$ cat src/pkg/tcm_defines.svh
// Offsets, fields, reset values and counts of the timer/compare block.
// Included by the package and by every design file that needs a figure.
`ifndef TCM_DEFINES_SVH
`define TCM_DEFINES_SVH

// Widths
`define TCM_CNT_W      16
`define TCM_ADDR_W     8
`define TCM_DIV_W      10

// Register byte offsets
`define TCM_OFS_CTRL   8'h00
`define TCM_OFS_COUNT  8'h04
`define TCM_OFS_CMPA   8'h08
`define TCM_OFS_CMPB   8'h0C
`define TCM_OFS_STATUS 8'h10
`define TCM_OFS_FORCE  8'h14

// Control fields
`define TCM_CTRL_WGM   3:0
`define TCM_CTRL_COMA  5:4
`define TCM_CTRL_COMB  7:6
`define TCM_CTRL_CS    10:8
`define TCM_CTRL_RST   11'h000

// Status and force bits
`define TCM_ST_OVF     0
`define TCM_ST_MA      1
`define TCM_ST_MB      2
`define TCM_FRC_A      0
`define TCM_FRC_B      1

// Waveform generation modes served
`define TCM_WGM_NORMAL 4'h0
`define TCM_WGM_FPWM8  4'h5

// Counter landmarks
`define TCM_MAX        16'hFFFF
`define TCM_TOP8       16'h00FF
`define TCM_FLOOR      16'h0000

// Compare output mode encodings
`define TCM_COM_OFF    2'h0
`define TCM_COM_TOGGLE 2'h1
`define TCM_COM_CLEAR  2'h2
`define TCM_COM_SET    2'h3

// Clock select and divider terminal counts
`define TCM_CS_STOP    3'h0
`define TCM_CS_DIV1    3'h1
`define TCM_CS_DIV8    3'h2
`define TCM_CS_DIV64   3'h3
`define TCM_CS_DIV256  3'h4
`define TCM_CS_DIV1024 3'h5
`define TCM_LAST8      10'h007
`define TCM_LAST64     10'h03F
`define TCM_LAST256    10'h0FF
`define TCM_LAST1024   10'h3FF

`endif

$ cat src/pkg/tcm_pkg.sv
// Types shared by the timer top and its compare units.
// Assumes tcm_defines.svh is on the include path.
`include "tcm_defines.svh"

package tcm_pkg;

   // One compare channel's setting, travels as a unit
   typedef struct packed {
      logic [1:0]              com;
      logic [`TCM_CNT_W-1:0]   ocr;
   } tcm_cmp_cfg_type;

   // Timer events seen by each compare unit
   typedef struct packed {
      logic tick;
      logic block;
      logic pwm;
      logic at_top;
   } tcm_evt_type;

endpackage : tcm_pkg

$ cat src/tcm_timer.sv
// 16-bit timer/counter with two compare channels, reached over APB.
// Assumes an APB master on CLK and ack pulses from an interrupt unit.
`timescale 1ns/1ns
`include "tcm_defines.svh"

module tcm_timer
   import tcm_pkg::*;
(
   input  wire logic                   CLK,        // System clock, 125 MHz
   input  wire logic                   NRST,       // Sync reset, active low
   input  wire logic                   PSEL,       // APB select
   input  wire logic                   PENABLE,    // APB access phase
   input  wire logic                   PWRITE,     // APB direction
   input  wire logic [`TCM_ADDR_W-1:0] PADDR,      // APB byte address
   input  wire logic [31:0]            PWDATA,     // APB write data
   output logic      [31:0]            PRDATA,     // APB read data
   output logic                        PREADY,     // APB ready
   output logic                        PSLVERR,    // APB error
   input  wire logic                   OVF_ACK,    // Overflow serviced
   input  wire logic [1:0]             MATCH_ACK,  // Match serviced
   output logic                        OVF_FLAG,   // Overflow flag
   output logic      [1:0]             MATCH_FLAG, // Compare match flags
   output logic      [1:0]             OC_STATE,   // Compare output states
   output logic      [1:0]             OC_PIN_EN   // Port override enables
);

   // ***************************************************************
   // APB decode
   // ***************************************************************
   logic        setup;
   logic        wr;
   logic        mapped;
   logic        wr_ctrl;
   logic        wr_count;
   logic        wr_cmpa;
   logic        wr_cmpb;
   logic        wr_status;
   logic        wr_force;

   // Setup samples read data so the access phase answers at once
   assign setup     = PSEL && !PENABLE;
   assign wr        = PSEL && PENABLE && PWRITE;
   assign mapped    = (PADDR == `TCM_OFS_CTRL)   || (PADDR == `TCM_OFS_COUNT)
                   || (PADDR == `TCM_OFS_CMPA)   || (PADDR == `TCM_OFS_CMPB)
                   || (PADDR == `TCM_OFS_STATUS) || (PADDR == `TCM_OFS_FORCE);
   assign wr_ctrl   = wr && (PADDR == `TCM_OFS_CTRL);
   assign wr_count  = wr && (PADDR == `TCM_OFS_COUNT);
   assign wr_cmpa   = wr && (PADDR == `TCM_OFS_CMPA);
   assign wr_cmpb   = wr && (PADDR == `TCM_OFS_CMPB);
   assign wr_status = wr && (PADDR == `TCM_OFS_STATUS);
   assign wr_force  = wr && (PADDR == `TCM_OFS_FORCE);
   assign PREADY    = 1'b1;
   assign PSLVERR   = PSEL && PENABLE && !mapped;

   // ***************************************************************
   // Configuration registers
   // ***************************************************************
   logic [10:0]            ctrl;
   logic [10:0]            next_ctrl;
   tcm_cmp_cfg_type [1:0]  cfg;
   tcm_cmp_cfg_type [1:0]  next_cfg;
   logic [3:0]             wgm;
   logic                   pwm;

   // Compare values load directly; no double buffer in any mode
   always_comb begin
      next_ctrl = ctrl;
      next_cfg  = cfg;
      if (wr_ctrl) begin
         next_ctrl = PWDATA[10:0];
      end
      if (wr_cmpa) begin
         next_cfg[0].ocr = PWDATA[`TCM_CNT_W-1:0];
      end
      if (wr_cmpb) begin
         next_cfg[1].ocr = PWDATA[`TCM_CNT_W-1:0];
      end
      next_cfg[0].com = next_ctrl[`TCM_CTRL_COMA];
      next_cfg[1].com = next_ctrl[`TCM_CTRL_COMB];
   end

   always_ff @(posedge CLK) begin
      if (!NRST) begin
         ctrl <= `TCM_CTRL_RST;
         cfg  <= '0;
      end else begin
         ctrl <= next_ctrl;
         cfg  <= next_cfg;
      end
   end

   assign wgm = ctrl[`TCM_CTRL_WGM];
   assign pwm = (wgm == `TCM_WGM_FPWM8);

   // ***************************************************************
   // Prescaler
   // ***************************************************************
   logic [`TCM_DIV_W-1:0] div;
   logic [`TCM_DIV_W-1:0] next_div;
   logic [`TCM_DIV_W-1:0] last;
   logic                  tick;

   // Terminal count per clock select; stop yields no tick at all
   always_comb begin
      case (ctrl[`TCM_CTRL_CS])
         `TCM_CS_DIV8:    last = `TCM_LAST8;
         `TCM_CS_DIV64:   last = `TCM_LAST64;
         `TCM_CS_DIV256:  last = `TCM_LAST256;
         `TCM_CS_DIV1024: last = `TCM_LAST1024;
         default:         last = '0;
      endcase
      tick     = 1'b0;
      next_div = '0;
      if (ctrl[`TCM_CTRL_CS] == `TCM_CS_DIV1) begin
         tick = 1'b1;
      end else if (ctrl[`TCM_CTRL_CS] != `TCM_CS_STOP && last != '0) begin
         tick     = (div >= last);
         next_div = tick ? '0 : div + 1'b1;
      end
   end

   always_ff @(posedge CLK) begin
      if (!NRST) begin
         div <= '0;
      end else begin
         div <= next_div;
      end
   end

   // ***************************************************************
   // Counter and write blocking
   // ***************************************************************
   logic [`TCM_CNT_W-1:0] cnt;
   logic [`TCM_CNT_W-1:0] next_cnt;
   logic [`TCM_CNT_W-1:0] top;
   logic                  at_top;
   logic                  blk_pend;
   logic                  next_blk_pend;

   // Top comes from the waveform mode alone, never the output field
   assign top    = pwm ? `TCM_TOP8 : `TCM_MAX;
   assign at_top = (cnt >= top);

   // A write wins over a tick; blocking lasts until the next tick
   always_comb begin
      next_cnt      = cnt;
      next_blk_pend = blk_pend;
      if (wr_count) begin
         next_cnt      = PWDATA[`TCM_CNT_W-1:0];
         next_blk_pend = 1'b1;
      end else if (tick) begin
         next_cnt      = at_top ? `TCM_FLOOR : cnt + 1'b1;
         next_blk_pend = 1'b0;
      end
   end

   always_ff @(posedge CLK) begin
      if (!NRST) begin
         cnt      <= `TCM_FLOOR;
         blk_pend <= 1'b0;
      end else begin
         cnt      <= next_cnt;
         blk_pend <= next_blk_pend;
      end
   end

   // ***************************************************************
   // Compare channels
   // ***************************************************************
   tcm_evt_type evt;
   logic [1:0]  hit;
   logic [1:0]  force_stb;

   assign evt = '{tick:   tick,
                  block:  blk_pend || wr_count,
                  pwm:    pwm,
                  at_top: at_top};
   // Strobes are ignored in PWM modes and never touch counter or flags
   assign force_stb  = wr_force && !pwm ?
                       {PWDATA[`TCM_FRC_B], PWDATA[`TCM_FRC_A]} : 2'b00;

   for (genvar i = 0; i < 2; i++) begin : g_cmp
      tcm_cmp_unit #(
         .WIDTH     (`TCM_CNT_W)
      ) u_cmp (
         .clk       (CLK),
         .nrst      (NRST),
         .evt       (evt),
         .cfg       (cfg[i]),
         .cnt       (cnt),
         .force_stb (force_stb[i]),
         .hit       (hit[i]),
         .state     (OC_STATE[i]),
         .pin_en    (OC_PIN_EN[i])
      );
   end

   // ***************************************************************
   // Flags
   // ***************************************************************
   logic       ovf_set;
   logic       next_ovf;
   logic [1:0] next_mflag;
   logic [1:0] sw_mclr;

   assign ovf_set = tick && !wr_count && at_top;
   assign sw_mclr = wr_status ? {PWDATA[`TCM_ST_MB], PWDATA[`TCM_ST_MA]} : 2'b00;

   // Sticky flags: a set in the same cycle as a clear wins
   always_comb begin
      next_ovf   = OVF_FLAG;
      next_mflag = MATCH_FLAG;
      if (OVF_ACK || (wr_status && PWDATA[`TCM_ST_OVF])) begin
         next_ovf = 1'b0;
      end
      if (ovf_set) begin
         next_ovf = 1'b1;
      end
      next_mflag = (MATCH_FLAG & ~(MATCH_ACK | sw_mclr)) | hit;
   end

   always_ff @(posedge CLK) begin
      if (!NRST) begin
         OVF_FLAG   <= 1'b0;
         MATCH_FLAG <= 2'b00;
      end else begin
         OVF_FLAG   <= next_ovf;
         MATCH_FLAG <= next_mflag;
      end
   end

   // ***************************************************************
   // Read data
   // ***************************************************************
   logic [31:0] next_prdata;

   // Force reads as zero: strobes hold no state
   always_comb begin
      next_prdata = '0;
      if (setup && !PWRITE) begin
         case (PADDR)
            `TCM_OFS_CTRL:   next_prdata[10:0] = ctrl;
            `TCM_OFS_COUNT:  next_prdata[`TCM_CNT_W-1:0] = cnt;
            `TCM_OFS_CMPA:   next_prdata[`TCM_CNT_W-1:0] = cfg[0].ocr;
            `TCM_OFS_CMPB:   next_prdata[`TCM_CNT_W-1:0] = cfg[1].ocr;
            `TCM_OFS_STATUS: next_prdata[2:0] = {MATCH_FLAG, OVF_FLAG};
            default:         next_prdata = '0;
         endcase
      end else if (PSEL && PENABLE) begin
         next_prdata = PRDATA;
      end
   end

   always_ff @(posedge CLK) begin
      if (!NRST) begin
         PRDATA <= '0;
      end else begin
         PRDATA <= next_prdata;
      end
   end

   // ***************************************************************
   // Checks
   // ***************************************************************
   a_wrap_floor: assert property (@(posedge CLK) disable iff (!NRST)
      (tick && !wr_count && !pwm && cnt == `TCM_MAX) |=> cnt == `TCM_FLOOR)
      else $error("counter did not wrap to zero");
   a_ovf_same: assert property (@(posedge CLK) disable iff (!NRST)
      (tick && !wr_count && at_top) |=> (OVF_FLAG && cnt == `TCM_FLOOR))
      else $error("overflow flag not set with zero");
   a_ovf_sticky: assert property (@(posedge CLK) disable iff (!NRST)
      (OVF_FLAG && !OVF_ACK && !wr_status) |=> OVF_FLAG)
      else $error("overflow flag cleared by counting");
   a_cnt_load: assert property (@(posedge CLK) disable iff (!NRST)
      wr_count |=> cnt == $past(PWDATA[`TCM_CNT_W-1:0]))
      else $error("counter write not taken");
   a_cnt_step: assert property (@(posedge CLK) disable iff (!NRST)
      (tick && !wr_count && !at_top) |=> cnt == $past(cnt) + 16'h0001)
      else $error("counter did not advance");
   a_cnt_hold: assert property (@(posedge CLK) disable iff (!NRST)
      (!tick && !wr_count) |=> $stable(cnt))
      else $error("counter moved without tick");
   a_flag_next: assert property (@(posedge CLK) disable iff (!NRST)
      hit[0] |=> MATCH_FLAG[0])
      else $error("match flag not set after match");
   a_force_quiet: assert property (@(posedge CLK) disable iff (!NRST)
      (force_stb[0] && !hit[0] && !MATCH_FLAG[0]) |=> !MATCH_FLAG[0])
      else $error("forced compare set match flag");
   a_mode_count: assert property (@(posedge CLK) disable iff (!NRST)
      (tick && !wr_count && !pwm && cnt == `TCM_TOP8) |=> cnt != `TCM_FLOOR)
      else $error("normal mode wrapped early");

endmodule : tcm_timer

$ cat src/tcm_cmp_unit.sv
// One output compare channel: match detect and compare output state.
// Assumes tick and block come from the timer top on the same clock.
`timescale 1ns/1ns
`include "tcm_defines.svh"

module tcm_cmp_unit
   import tcm_pkg::*;
#(
   parameter int WIDTH = `TCM_CNT_W
) (
   input  wire logic             clk,       // System clock
   input  wire logic             nrst,      // Sync reset, active low
   input  wire tcm_evt_type      evt,       // Tick, block, mode, top
   input  wire tcm_cmp_cfg_type  cfg,       // Mode field and compare value
   input  wire logic [WIDTH-1:0] cnt,       // Current counter value
   input  wire logic             force_stb, // Force strobe, one cycle
   output logic                  hit,       // Qualified match this tick
   output logic                  state,     // Compare output state
   output logic                  pin_en     // Port override request
);

   // ***************************************************************
   // Elaboration check
   // ***************************************************************
   if (WIDTH < 2 || WIDTH > `TCM_CNT_W) begin : g_chk
      $error("tcm_cmp_unit: WIDTH out of range");
   end

   logic next_state;

   // Match only on a tick, never in the cycle after a counter write
   assign hit    = evt.tick && !evt.block && (cnt == cfg.ocr[WIDTH-1:0]);
   // Override follows the field at once; only the state waits for a match
   assign pin_en = (cfg.com != `TCM_COM_OFF);

   // ***************************************************************
   // Output state
   // ***************************************************************
   // Field is sampled only at a match, a force strobe or, in PWM, the top, so a new value waits for one
   always_comb begin
      next_state = state;
      if (!evt.pwm) begin
         if (hit || force_stb) begin
            case (cfg.com)
               `TCM_COM_TOGGLE: next_state = !state;
               `TCM_COM_CLEAR:  next_state = 1'b0;
               `TCM_COM_SET:    next_state = 1'b1;
               default:         next_state = state;
            endcase
         end
      end else begin
         // Polarity chosen by the field; toggle code is no action here
         if (hit && cfg.com[1]) begin
            next_state = (cfg.com == `TCM_COM_CLEAR);
         end
         if (evt.tick && evt.at_top && cfg.com[1]) begin
            next_state = (cfg.com == `TCM_COM_SET);
         end
      end
   end

   // State survives mode changes; a mode write never clears it, reset does
   always_ff @(posedge clk) begin
      if (!nrst) begin
         state <= 1'b0;
      end else begin
         state <= next_state;
      end
   end

   // ***************************************************************
   // Checks
   // ***************************************************************
   a_zero_keep: assert property (@(posedge clk) disable iff (!nrst)
      (hit && !force_stb && cfg.com == `TCM_COM_OFF) |=> $stable(state))
      else $error("state moved with mode field zero");
   a_force_apply: assert property (@(posedge clk) disable iff (!nrst)
      (!evt.pwm && force_stb && cfg.com == `TCM_COM_TOGGLE) |=> state != $past(state))
      else $error("force strobe did not toggle state");
   a_pwm_polar: assert property (@(posedge clk) disable iff (!nrst)
      (evt.pwm && hit && !evt.at_top && cfg.com == `TCM_COM_SET) |=> !state)
      else $error("inverted pwm match did not clear state");
   a_block_match: assert property (@(posedge clk) disable iff (!nrst)
      (evt.block && !force_stb && !evt.pwm) |=> $stable(state))
      else $error("state moved while blocked");
   a_reset_state: assert property (@(posedge clk) disable iff (!nrst)
      $rose(nrst) |-> !state)
      else $error("state not zero after reset");

endmodule : tcm_cmp_unit

$ cat config.mk
export PLATFORM = sky130hd
export DESIGN_NAME = tcm_timer
export DESIGN_NICKNAME = d
export VERILOG_FILES = /design/src/pkg/tcm_pkg.sv /design/src/tcm_timer.sv /design/src/tcm_cmp_unit.sv
export VERILOG_INCLUDE_DIRS = /design/src /design/src/pkg
export SDC_FILE = /design/constraint.sdc
export NUM_CORES = 1
export LEC_CHECK = 0
export BUFFER_PORTS_ARGS = -buffer_cell sky130_fd_sc_hd__buf_2
export CAP_MARGIN = 20
export CORE_ASPECT_RATIO = 0.8
export CORE_MARGIN = 2
export CORE_UTILIZATION = 25
export DETAILED_ROUTE_END_ITERATION = 8
export PLACE_DENSITY = 0.44
export SETUP_SLACK_MARGIN = 0.5
export SKIP_CTS_REPAIR_TIMING = 1
export SLEW_MARGIN = 0
export SYNTH_ARGS = -nofsm -noshare
export SYNTH_HDL_FRONTEND = slang
export SYNTH_HIERARCHICAL = 1
export SYNTH_SLANG_ARGS = --single-unit
$ cat constraint.sdc
create_clock -name CLK -period 3.75 [get_ports CLK]
set_input_delay 0.1875 -clock CLK [delete_from_list [all_inputs] [get_ports CLK]]
set_output_delay 0.1875 -clock CLK [all_outputs]
set_load 0.005 [all_outputs]
==> reports/metrics.csv <==
stage,metric,value,unit
global_routing,grt_max_degree,40,
synthesis,synth_commonest_cells,"146 x nand2_1, 91 x dfxtp_1, 42 x o21ai_0",
cells_and_area,drive_gt1_share,14.4,%
global_routing,grtUsageMet1,24.3,%
global_routing,antenna_found_initial,0,
synthesis,avgSynthCellArea,7.80,µm²
worst_setup_path,critPathCaptureType,register,
worst_setup_path,cp-start-kind,register,
worst_setup_path,required,4040,ps
synthesis,ys_top_cells_by_area,"dfxtp_1 32%, nand2_1 9.8%, xnor2_1 4.8%",
synthesis,yosysTopAreaCellShare,32.5,%
drt,drtAntennaViolNets,0,
sta,rsz0062_at_grt,no,
worst_setup_path,crit_family,compound AO/OA/AOI/OAI gates,
clock_tree,clockBufferDepth,2,
power,p_int,1460,µW
power,p_sw_share,24.8,%
cells_and_area,syn2layout_area_growth,16.0,%
synthesis,synth_area,5610,µm²
global_routing,grt_pass1_vias,4713,
power,p_sw,481,µW
floorplanning,die_area,23600,µm²
worst_setup_path,arrival,3300,ps
clock_tree,htreeDepth,3,
clock_tree,worstSkewPairLatency,360,ps
cells_and_area,nNetsFinal,836,
place,portBuffers,55,
power,ir_worst_vdd,194,µV
power,comb_power_share,4.8,%
sta,setup_ws,742,ps
clock_tree,cts_tree,done,
global_routing,grt_first_pass_wirelength,28.9,mm
sta,tns,0,ps
power,power_density,299,nW/µm²
sta,fmax,0.332,GHz
worst_setup_path,crit_type,reg -> reg,
synthesis,synth_cells,719,
worst_setup_path,crit_path_max_fanout,19,
drt,post_drt_wl_per_cell,17.6,µm
sta,max_slew_margin,38.9,%
synthesis,synth_seq_cells,91,
synthesis,synth_largest_area_cell,dfxtp_1,
synthesis,synth_edf_count,0,
cells_and_area,n_antenna_cell,0,
floorplanning,ios,89,
worst_setup_path,worst_path_largest_cell_delay,370,ps
floorplanning,core.rowCount,48,
global_routing,grt-ovfl-total,0,
global_routing,grt_util_met2,23.5,%
drt,drtIter0Drc,472,
power,total_power,1940,µW
clock_tree,cts_made_buffers,9,
drt,routed_via_density,4.90,
floorplanning,start_util,25.7,%
floorplanning,dieWidth,171,µm
drt,route.vias.total,5257,
clock_tree,root_buffer,clkbuf_16,
floorplanning,dieHeight,138,µm
drt,wl,18.9,mm
sta,drv_slew,0,
worst_setup_path,crit_path_top_delay_cell,dfxtp_1,
sta,finalSetupViolCount,0,
hold_path,hp-class,in -> reg,
synthesis,synth_flop_cell,dfxtp_1,
status,status,"complete, no violations",
global_routing,track_usage,16.3,%
global_routing,grt-busiest-layer,met1,
drt,drc_errors,0,
sta,hold_viol,0,
drt,dr.pass1.iters,5,
flow_run,cap_violations,0,
worst_setup_path,path_cells,nor4bb_4 > buf_4 > ha_1 > a21oi_1 > a21oi_1 > a211oi_1 > inv_1 > a31o_1 > a22o_1 > a21oi_1 > mux2i_1,
sta,fin_skew,9.01,ps
place,routabilityCongestion,0.806,
power,power.clock.fraction,45.4,%
power,leakage,0.00251,µW
synthesis,ys.warnings.count,6,
place,dp_hpwl,13.9,mm
global_routing,grtUsageMet3,3.48,%
worst_setup_path,worst_path_most_repeated_cell,a21oi_1,
cells_and_area,nFillCells,2395,
sta,finalCriticalPeriod,3010,ps
floorplanning,coreArea,21800,µm²
worst_setup_path,crit_buf_inv,2,
synthesis,synth_cell_types,61,
clock_tree,clk_pin_slew,70,ps
synthesis,async_flop_share,0,%
clock_tree,clock_sinks,91,
sta,worst_pin_slew,913,ps
sta,fin_crit_sh,80.2,%
power,power_frac_seq,49.8,%
place,pre_cts_ws,758,ps
synthesis,yosysSeqAreaShare,32.5,%
synthesis,yosysMostFrequentCell,nand2_1,
-- flip-flops by register name, indices dropped and copies added (netlist names) --
signal             cells
MATCH_FLAG             2
OVF_FLAG               1
PRDATA                16
blk_pend               1
cfg                   32
cnt                   16
ctrl                  11
div                   10
g_cmp.u_cmp/state      2
-- tightest hold or removal path: stages --
cell      delay, ps
buf_2           110
nand2_1          50
a21boi_1         50
-- area by class of cell --
class / instances / area [µm²] / share of cell area [%]
Inverter: 24 / 90.1 / 1.39
Clock inverter: 4 / 27.5 / 0.423
Sequential cell: 91 / 1820 / 28.0
Timing Repair Buffer: 77 / 440 / 6.77
Clock buffer: 11 / 243 / 3.73
Multi-Input combinational cell: 565 / 3510 / 53.9
Tap cell: 300 / 375 / 5.77
-- power by group through the flow --
stage | Sequential, µW | Clock (µW) | Combinational (µW)
after global routing | 966 | 941 | 101
final | 966 | 882 | 93.2
after CTS | 966 | 906 | 93.2
after global placement | 989 | 0 | 93.7
after floorplan | 989 | 0 | 53.4
after detailed placement | 989 | 0 | 92.8
-- layout by cell type, fill, tap and decap left out, drive strengths merged, types with 11 or more instances in the layout --
cell	count
nand3	31
a21oi	18
conb	17
and3	14
mux2i	23
nor2b	21
a31oi	11
nand2	147
inv	24
o21ai	43
dfxtp	91
a22oi	14
xnor2	31
nor2	30
buf	77
ha	20
a21boi	36
clkbuf	11
and2	12
-- routing by layer --
layer,part of all wire (%),wire [µm]
met1,51,9610
met2,42,7910
met3,5.9,1120
met4,1.3,236
met5,0,0
-- through the flow --
stage / hold WS (ps) / cells / utilization, % / area (µm²)
after floorplan: 322 / 734 / - / 5680
after global placement: 438 / 1057 / 28.6 / 6230
after detailed placement: 442 / 1057 / 28.6 / 6230
after CTS: 90.7 / 1072 / 29.8 / 6500
after global routing: 113 / 1072 / 29.8 / 6500
final: 93.3 / 1072 / 29.8 / 6500
-- kinds of logic (layout without fill, tap and decap cells) --
logic type | after synthesis | count (layout) | synth area share (%)
AO/OA/AOI/OAI | 164 | 164 | 19.8
XOR/XNOR | 37 | 37 | 5.78
adder cells (fa/ha/maj) | 20 | 20 | 4.46
buffers and inverters | 78 | 116 | 6.63
flip-flops | 91 | 91 | 32.5
multiplexers | 23 | 23 | 4.11
other | 2 | 17 | 0.134
AND/OR/NAND/NOR | 304 | 304 | 26.6
-- worst paths after layout --
path | end | from | slack, ps | cells past startpoint
max reg2reg | g_cmp[0].u_cmp/state$_SDFFE_PN0P_ | ctrl[0]$_SDFFE_PN0P_ | 740 | 11
min | cfg[14]$_SDFFE_PN0P_ | PWDATA[14] | 90 | 3
min reg2reg | PRDATA[6]$_SDFFE_PN0P_ | PRDATA[6]$_SDFFE_PN0P_ | 460 | 2
max | g_cmp[0].u_cmp/state$_SDFFE_PN0P_ | ctrl[0]$_SDFFE_PN0P_ | 740 | 11
(Power assumes the default switching activity.)
